==> src/rtl/trace_pkt_pkg.sv <==
// constants, register map and types for the hardware-source trace packetizer
`default_nettype none

package trace_pkt_pkg;

    // ==========================================================
    // register offsets (byte addresses on apb)
    localparam logic [7:0]  CTRL_OFFSET     = 8'h00;
    localparam logic [7:0]  CMP_CFG_OFFSET  = 8'h04;
    localparam logic [7:0]  STATUS_OFFSET   = 8'h08;
    localparam logic [7:0]  CYCLES_OFFSET   = 8'h0c;

    // ==========================================================
    // field positions
    localparam int          CTRL_ENABLE_BIT = 0;
    localparam int          CTRL_TAP_BIT    = 1;
    localparam int          CTRL_RELOAD_LSB = 4;
    localparam int          RELOAD_WIDTH    = 4;
    localparam int          CFG_PC_BIT      = 0;
    localparam int          CFG_ADDR_BIT    = 1;
    localparam int          CFG_DATA_BIT    = 2;
    localparam int          STAT_OVF_LSB    = 0;
    localparam int          STAT_OUT_BIT    = 8;
    localparam int          STAT_PEND_BIT   = 9;
    localparam int          STAT_CNT_LSB    = 10;

    // ==========================================================
    // reset values
    localparam logic [31:0] CTRL_RESET      = 32'h0000_0000;
    localparam logic [31:0] CMP_CFG_RESET   = 32'h0000_0000;

    // ==========================================================
    // timing: tap of the cycle counter, in counter bits (log2 of cycles per tap step)
    localparam int          TAP_LOW_BITS    = 6;
    localparam int          TAP_HIGH_BITS   = 10;

    // ==========================================================
    // packet encodings
    localparam logic [4:0]  DISC_PC_SAMPLE  = 5'h02;
    localparam logic [1:0]  TYPE_PC_ADDR    = 2'h1;
    localparam logic [1:0]  TYPE_DATA       = 2'h2;
    localparam logic [1:0]  SS_ONE          = 2'h1;
    localparam logic [1:0]  SS_TWO          = 2'h2;
    localparam logic [1:0]  SS_FOUR         = 2'h3;
    localparam logic [7:0]  OVERFLOW_HEADER = 8'h70;
    localparam logic [1:0]  SIZE_BYTE       = 2'h0;
    localparam logic [1:0]  SIZE_HALF       = 2'h1;

    typedef enum logic [2:0] {
        LD_NONE,
        LD_PEND,
        LD_OVF,
        LD_CMP,
        LD_SAMP
    } load_sel_t;

endpackage : trace_pkt_pkg

`default_nettype wire

==> src/rtl/pc_sample_data_trace_packetizer.sv <==
// hardware-source packet builder: periodic pc samples and comparator data trace
//
// Overview of operation
// - pc samples at fixed intervals, cycle accurate
// - interval from down counter, tap-selected cycle counter
// - sample packets only while sampling enabled
// - full four-byte sample, one-byte sleep packet
// - sample discriminator 2; size 11 or 01
// - full payload is pc, low byte first
// - sleep payload byte is zero
// - data trace only on configured comparator match
// - only comparators 0 to 3 trace data
// - one or two packet outputs per match
// - type bits 01 or 10, never others
// - header bits 5:4 hold comparator index
// - bit 3: pc zero, address one
// - data value bit 3 is write flag
// - pc packet carries matching instruction address
// - address packet carries low sixteen bits
// - data size follows transfer size
// - data value bytes lowest first
// - header bit 2 one, except in overflow packet
// - full output gives overflow packet instead
// - size codes map one, two, four bytes
`default_nettype none

module pc_sample_data_trace_packetizer (
    input  wire logic        clk,
    input  wire logic        reset_n,
    input  wire logic        psel,
    input  wire logic        penable,
    input  wire logic        pwrite,
    input  wire logic [7:0]  paddr,
    input  wire logic [31:0] pwdata,
    output logic      [31:0] prdata,
    output logic             pready,
    output logic             pslverr,
    input  wire logic [31:0] cpu_pc,
    input  wire logic        cpu_sleeping,
    input  wire logic        cmp_match,
    input  wire logic [2:0]  cmp_index,
    input  wire logic [31:0] cmp_pc,
    input  wire logic [15:0] cmp_addr_low,
    input  wire logic [31:0] cmp_data,
    input  wire logic [1:0]  cmp_size,
    input  wire logic        cmp_write,
    output logic             pkt_valid,
    input  wire logic        pkt_ready,
    output logic      [7:0]  pkt_header,
    output logic      [31:0] pkt_payload
);

    // ==========================================================
    // helpers
    function automatic logic [7:0] hdr(input logic [4:0] disc, input logic [1:0] ss);
        return {disc, 1'b1, ss};
    endfunction : hdr

    function automatic logic [1:0] ss_of(input logic [1:0] size);
        if (size == trace_pkt_pkg::SIZE_BYTE) begin
            return trace_pkt_pkg::SS_ONE;
        end else if (size == trace_pkt_pkg::SIZE_HALF) begin
            return trace_pkt_pkg::SS_TWO;
        end
        return trace_pkt_pkg::SS_FOUR;
    endfunction : ss_of

    function automatic logic [31:0] mask_of(input logic [1:0] size);
        if (size == trace_pkt_pkg::SIZE_BYTE) begin
            return 32'h0000_00ff;
        end else if (size == trace_pkt_pkg::SIZE_HALF) begin
            return 32'h0000_ffff;
        end
        return 32'hffff_ffff;
    endfunction : mask_of

    // ==========================================================
    // declarations
    logic [31:0]                     ctrl;
    logic [31:0]                     cmp_cfg;
    logic [31:0]                     processor_cycle_counter;
    logic [3:0]                      sample_interval_counter;
    logic [7:0]                      overflow_count;
    logic                            pend_valid;
    logic [7:0]                      pend_header;
    logic [31:0]                     pend_payload;
    logic                            ovf_pend;
    logic                            pc_sampling_enable;
    logic                            interval_tap_select;
    logic [3:0]                      reload_value;
    logic                            tap_pulse;
    logic                            samp_ev;
    logic                            cmp_ev;
    logic [2:0]                      cfg_sel;
    logic                            emit_address_enable;
    logic [7:0]                      data_header;
    logic [31:0]                     data_payload;
    logic [7:0]                      first_header;
    logic [31:0]                     first_payload;
    logic                            first_pend;
    logic [7:0]                      samp_header;
    logic [31:0]                     samp_payload;
    logic                            slot_free;
    logic                            lost;
    trace_pkt_pkg::load_sel_t        load_sel;
    logic                            apb_write;
    logic                            apb_setup;
    logic                            mapped;

    assign pc_sampling_enable  = ctrl[trace_pkt_pkg::CTRL_ENABLE_BIT];
    assign interval_tap_select = ctrl[trace_pkt_pkg::CTRL_TAP_BIT];
    assign reload_value        = ctrl[trace_pkt_pkg::CTRL_RELOAD_LSB +:
                                      trace_pkt_pkg::RELOAD_WIDTH];

    // ==========================================================
    // apb slave: zero wait states, read data latched in setup
    assign apb_setup = psel && !penable;
    assign apb_write = psel && penable && pwrite;
    assign pready    = 1'b1;
    assign mapped    = (paddr == trace_pkt_pkg::CTRL_OFFSET) ||
                       (paddr == trace_pkt_pkg::CMP_CFG_OFFSET) ||
                       (paddr == trace_pkt_pkg::STATUS_OFFSET) ||
                       (paddr == trace_pkt_pkg::CYCLES_OFFSET);
    assign pslverr   = psel && penable && !mapped;

    always_ff @(posedge clk) begin
        if (!reset_n) begin
            ctrl    <= trace_pkt_pkg::CTRL_RESET;
            cmp_cfg <= trace_pkt_pkg::CMP_CFG_RESET;
        end else if (apb_write) begin
            if (paddr == trace_pkt_pkg::CTRL_OFFSET) begin
                ctrl <= pwdata;
            end
            if (paddr == trace_pkt_pkg::CMP_CFG_OFFSET) begin
                cmp_cfg <= pwdata;
            end
        end
    end

    always_ff @(posedge clk) begin
        if (!reset_n) begin
            prdata <= 32'h0000_0000;
        end else if (apb_setup && !pwrite) begin
            case (paddr)
                trace_pkt_pkg::CTRL_OFFSET:    prdata <= ctrl;
                trace_pkt_pkg::CMP_CFG_OFFSET: prdata <= cmp_cfg;
                trace_pkt_pkg::STATUS_OFFSET: begin
                    prdata <= {18'h0, sample_interval_counter, pend_valid, pkt_valid,
                               overflow_count};
                end
                trace_pkt_pkg::CYCLES_OFFSET:  prdata <= processor_cycle_counter;
                default:                       prdata <= 32'h0000_0000;
            endcase
        end
    end

    // ==========================================================
    // sample interval timing
    always_ff @(posedge clk) begin
        if (!reset_n) begin
            processor_cycle_counter <= 32'h0000_0000;
        end else begin
            processor_cycle_counter <= processor_cycle_counter + 32'h0000_0001;
        end
    end

    // tap step lands on the cycle before the tapped bit falls
    assign tap_pulse = interval_tap_select ?
        (&processor_cycle_counter[trace_pkt_pkg::TAP_HIGH_BITS-1:0]) :
        (&processor_cycle_counter[trace_pkt_pkg::TAP_LOW_BITS-1:0]);

    assign samp_ev = pc_sampling_enable && tap_pulse &&
                     (sample_interval_counter == 4'h0);

    always_ff @(posedge clk) begin
        if (!reset_n) begin
            sample_interval_counter <= 4'h0;
        end else if (!pc_sampling_enable) begin
            // held at reload so the first interval after enable runs reload+1 tap steps, the first one partial
            sample_interval_counter <= reload_value;
        end else if (tap_pulse) begin
            if (sample_interval_counter == 4'h0) begin
                sample_interval_counter <= reload_value;
            end else begin
                sample_interval_counter <= sample_interval_counter - 4'h1;
            end
        end
    end

    // ==========================================================
    // packet formation and output slot selection
    always_comb begin
        cfg_sel             = cmp_cfg[{cmp_index[1:0], 2'b00} +: 3];
        emit_address_enable = cfg_sel[trace_pkt_pkg::CFG_ADDR_BIT];
        cmp_ev              = cmp_match && !cmp_index[2] && (|cfg_sel);
        data_header  = hdr({trace_pkt_pkg::TYPE_DATA, cmp_index[1:0], cmp_write},
                           ss_of(cmp_size));
        data_payload = cmp_data & mask_of(cmp_size);
        if (cfg_sel[trace_pkt_pkg::CFG_PC_BIT]) begin
            first_header  = hdr({trace_pkt_pkg::TYPE_PC_ADDR, cmp_index[1:0], 1'b0},
                                trace_pkt_pkg::SS_FOUR);
            first_payload = cmp_pc;
        end else if (emit_address_enable) begin
            first_header  = hdr({trace_pkt_pkg::TYPE_PC_ADDR, cmp_index[1:0], 1'b1},
                                trace_pkt_pkg::SS_TWO);
            first_payload = {16'h0000, cmp_addr_low};
        end else begin
            first_header  = data_header;
            first_payload = data_payload;
        end
        first_pend = (cfg_sel[trace_pkt_pkg::CFG_PC_BIT] || emit_address_enable) &&
                     cfg_sel[trace_pkt_pkg::CFG_DATA_BIT];
        if (cpu_sleeping) begin
            samp_header  = hdr(trace_pkt_pkg::DISC_PC_SAMPLE, trace_pkt_pkg::SS_ONE);
            samp_payload = 32'h0000_0000;
        end else begin
            samp_header  = hdr(trace_pkt_pkg::DISC_PC_SAMPLE, trace_pkt_pkg::SS_FOUR);
            samp_payload = cpu_pc;
        end
        slot_free = !pkt_valid || pkt_ready;
        // pending data value first keeps a pair back to back
        if (!slot_free) begin
            load_sel = trace_pkt_pkg::LD_NONE;
        end else if (pend_valid) begin
            load_sel = trace_pkt_pkg::LD_PEND;
        end else if (ovf_pend) begin
            load_sel = trace_pkt_pkg::LD_OVF;
        end else if (cmp_ev) begin
            load_sel = trace_pkt_pkg::LD_CMP;
        end else if (samp_ev) begin
            load_sel = trace_pkt_pkg::LD_SAMP;
        end else begin
            load_sel = trace_pkt_pkg::LD_NONE;
        end
        lost = (cmp_ev && (load_sel != trace_pkt_pkg::LD_CMP)) ||
               (samp_ev && (load_sel != trace_pkt_pkg::LD_SAMP));
    end

    always_ff @(posedge clk) begin
        if (!reset_n) begin
            pkt_valid   <= 1'b0;
            pkt_header  <= 8'h00;
            pkt_payload <= 32'h0000_0000;
        end else begin
            case (load_sel)
                trace_pkt_pkg::LD_PEND: begin
                    pkt_valid   <= 1'b1;
                    pkt_header  <= pend_header;
                    pkt_payload <= pend_payload;
                end
                trace_pkt_pkg::LD_OVF: begin
                    pkt_valid   <= 1'b1;
                    pkt_header  <= trace_pkt_pkg::OVERFLOW_HEADER;
                    pkt_payload <= 32'h0000_0000;
                end
                trace_pkt_pkg::LD_CMP: begin
                    pkt_valid   <= 1'b1;
                    pkt_header  <= first_header;
                    pkt_payload <= first_payload;
                end
                trace_pkt_pkg::LD_SAMP: begin
                    pkt_valid   <= 1'b1;
                    pkt_header  <= samp_header;
                    pkt_payload <= samp_payload;
                end
                trace_pkt_pkg::LD_NONE: begin
                    if (pkt_ready) begin
                        pkt_valid <= 1'b0;
                    end
                end
                default: begin
                    pkt_valid <= 1'b0;
                end
            endcase
        end
    end

    always_ff @(posedge clk) begin
        if (!reset_n) begin
            pend_valid   <= 1'b0;
            pend_header  <= 8'h00;
            pend_payload <= 32'h0000_0000;
        end else if ((load_sel == trace_pkt_pkg::LD_CMP) && first_pend) begin
            pend_valid   <= 1'b1;
            pend_header  <= data_header;
            pend_payload <= data_payload;
        end else if (load_sel == trace_pkt_pkg::LD_PEND) begin
            pend_valid <= 1'b0;
        end
    end

    // a loss in the same cycle as the overflow load keeps the flag set
    always_ff @(posedge clk) begin
        if (!reset_n) begin
            ovf_pend       <= 1'b0;
            overflow_count <= 8'h00;
        end else begin
            if (lost) begin
                ovf_pend <= 1'b1;
            end else if (load_sel == trace_pkt_pkg::LD_OVF) begin
                ovf_pend <= 1'b0;
            end
            if (lost && (overflow_count != 8'hff)) begin
                overflow_count <= overflow_count + 8'h01;
            end
        end
    end
endmodule : pc_sample_data_trace_packetizer

`default_nettype wire

==> config.mk <==
export PLATFORM = sky130hd
export DESIGN_NAME = pc_sample_data_trace_packetizer
export DESIGN_NICKNAME = d
export VERILOG_FILES = /design/src/rtl/trace_pkt_pkg.sv /design/src/rtl/pc_sample_data_trace_packetizer.sv
export SDC_FILE = /design/constraint.sdc
export NUM_CORES = 1
export LEC_CHECK = 0
export BUFFER_PORTS_ARGS = -buffer_cell sky130_fd_sc_hd__clkbuf_2
export CAP_MARGIN = 5
export CELL_PAD_IN_SITES_DETAIL_PLACEMENT = 1
export CELL_PAD_IN_SITES_GLOBAL_PLACEMENT = 1
export CORE_MARGIN = 5
export CORE_UTILIZATION = 43
export DETAILED_ROUTE_END_ITERATION = 8
export MAX_ROUTING_LAYER = met4
export PLACE_DENSITY_LB_ADDON = 0.08
export SYNTH_ARGS = -nofsm -noshare
export SYNTH_HDL_FRONTEND = slang
export SYNTH_SLANG_ARGS = --single-unit
==> constraint.sdc <==
create_clock -name clk -period 3.83 [get_ports clk]
set_input_delay 0.766 -clock clk [delete_from_list [all_inputs] [get_ports clk]]
set_output_delay 0.766 -clock clk [all_outputs]
set_load 0.03 [all_outputs]
==> run metrics <==
status=completed; Final Hold Fails=0; Port Buffers=239; worst skew pair latency=520 ps; Inst Count DP=1689; Mapped Area=0.01022 mm2; CP cell instances=nor4bb_1 > o2111ai_2 > maj3_2 > nor4_1 > mux2i_1; first-pass GRT wire length=55430 um; Logic pwr share=under 10%; Net Sw Power=1.118 mW; routed vias/inst=5.658; H-Tree Level Count=1; drt first-iter violations=539; Routed WL=approximately 35000 um; Core Rows=56; slowest stage delay, CP=approximately 600 ps; clock-pin slew on the worst setup and hold paths=70 ps; Clock power frac=50.8%; CP max-delay cell=nor4bb_1; Max transition margin=42.25%; fin area=0.01262 mm2; Final Skew=12.02 ps; WL/cell=20.02 um; switching share of power=21.66%; pwr/cell area=roughly 410 mW/mm2; most common cell after layout, fill and taps aside=clkbuf_2; fin cells=1733; vias=9806; post-layout min period=2963 ps; pre-CTS WS=601.6 ps; Period Utilization, post-route=77.36%; final net count=1567; Setup CP Type=flop to flop; drt drc=0; RSZ-0062 raised after global routing=no; MaxCap Viol Count=0; PnR worst setup slack=about 870 ps; total power=5.162 mW; most frequent cells in the layout=clkbuf_2, dfxtp_1, nand2_1; Critical Path RT=4270 ps; TNS Setup=0 ps; TritonRoute pass-1 iters=7; internal power=4.044 mW; Die Area=0.02695 mm2; Mapped Nets=1374; Final ANT Viol Nets=0; post-cts sizing count=0; sequential element share of the synthesized area=around 43%; Synth Register Bits=between 200 and 250; clock buffer count from CTS=25; DPL Wire Length=around 24000 um; Post-synth EDFFs=0; IO Count=around 240; crit end category=flop; Post CTS Setup Buffer Count=0; Sequential Power Share=between 40% and 50%; P_leak=4.709 nW; initial core utilization=43.54%; count of hold-fix buffers inserted at cts=0; CTS tree=yes; Die W=~160 um; clk sinks=221; Achievable Freq=about 340 MHz; largest net degree at the start of global routing=76; WP buf/inv=0; RePlAce Congestion=0.8316; Critical Path AT=3400 ps; die height=164.2 um; GRT overflow=0; Warnings, synthesis=0; Startpoint Class=flop; Clock Tree Root=clkbuf_16; Final Max Tran Viols=0; Slew @ Worst Pin=866.2 ps; peak supply drop=0.2406 mV; vias in the first global route=between 10000 and 15000; final core utilization=53.76%; Max Root-Sink Buffers=3; layout cells sized above 1=25.69%; CP delay by family, top=simple AND/OR/NAND/NOR gates; gate count after technology mapping=1204; worst-path maximum fanout=16; fillers=2812; Hold Path Class=flop to flop; All-Layer GR Usage=26.09%; antenna violations before repair=1; Mapped Avg Cell Area=8.489 um2; Async SR Flop Fraction=0%; Netlist cell types=62; placed instance area=approximately 0.012 mm2; core area=0.02347 mm2; setup violators final=0; P&R area growth vs syn=23.45%; Fin Hold WS=between 400 and 500 ps; most used flip-flop cell after synthesis=dfxtp_1
-- cell families after synthesis --
group / synth area share [%]
AOI/OAI and AO/OA: 20.60
xor gates and xnor gates: 2.399
adders and majority gates: 0.5998
buffers and inverters: 4.835
DFF: 43.29
muxes: 7.994
other: 0.03669
and+or+nand+nor: 20.25
-- layout make-up --
class | count | area (um2) | share of cell area, %
Multi-Input combinational cell | 858 | 5330 | 42.24
Sequential cell | 221 | 4424 | 35.06
Timing Repair Buffer | 271 | 1474 | 11.68
Clock buffer | 32 | 711.9 | 5.642
Tap cell | 319 | 399.1 | 3.163
Clock inverter | 11 | 196.4 | 1.557
Inverter | 20 | 80.08 | 0.6346
Antenna cell | 1 | 2.502 | 0.01983
-- power groups by stage --
stage	Combinational [mW]	Sequential (mW)	Clock, mW
2_1_floorplan	0.0948	2.35	0
3_3_place_gp	0.237	2.36	0
4_1_cts	0.239	2.30	2.67
6_report	0.237	2.30	2.62
3_5_place_dp	0.237	2.36	0
5_1_grt	0.257	2.30	2.77
-- worst paths after layout --
kind                                   from           endpoint  slack, ps  depth (start not counted)
worst max register to register      ctrl[0]  overflow_count[5]        870                          5
worst min-delay path            cmp_cfg[28]        cmp_cfg[28]        450                          2
worst max-delay path                ctrl[0]  overflow_count[5]        870                          5
worst min register to register  cmp_cfg[28]        cmp_cfg[28]        450                          2
-- cell usage after synthesis (23+ instances only) --
cell,n,area [um2]
nand2b_1,27,168.9
nor2_1,102,382.9
o21ai_0,45,225.2
xnor2_1,23,201.4
nand3_1,28,140.1
dfxtp_1,221,4424
a22oi_1,33,247.7
nand2_1,197,739.5
a21oi_1,112,560.5
a32oi_1,23,201.4
clkbuf_1,83,311.6
-- routing by layer --
layer	part of all wire, %	up-vias	track usage [%]
li1	-	4684	-
met1	43	4821	32.11
met2	50	252	45.60
met3	4.7	49	3.614
met4	1.9	0	5.871
met5	0	-	-
-- tightest hold or removal path, stage by stage (launching register included) --
cell	delay (ps)
dfxtp_1	310
nand2_1	50
a21oi_1	50
-- registers in the layout (all words and copies together) (netlist names) --
signal and cells:
processor_cycle_counter 32, cmp_cfg 32, sample_interval_counter 4, pkt_valid 1
ovf_pend 1, prdata 32, pend_valid 1, pend_header 6
ctrl 32, pkt_payload 32, pend_payload 32, pkt_header 8
overflow_count 8
Power figures use the tool's default switching activity.
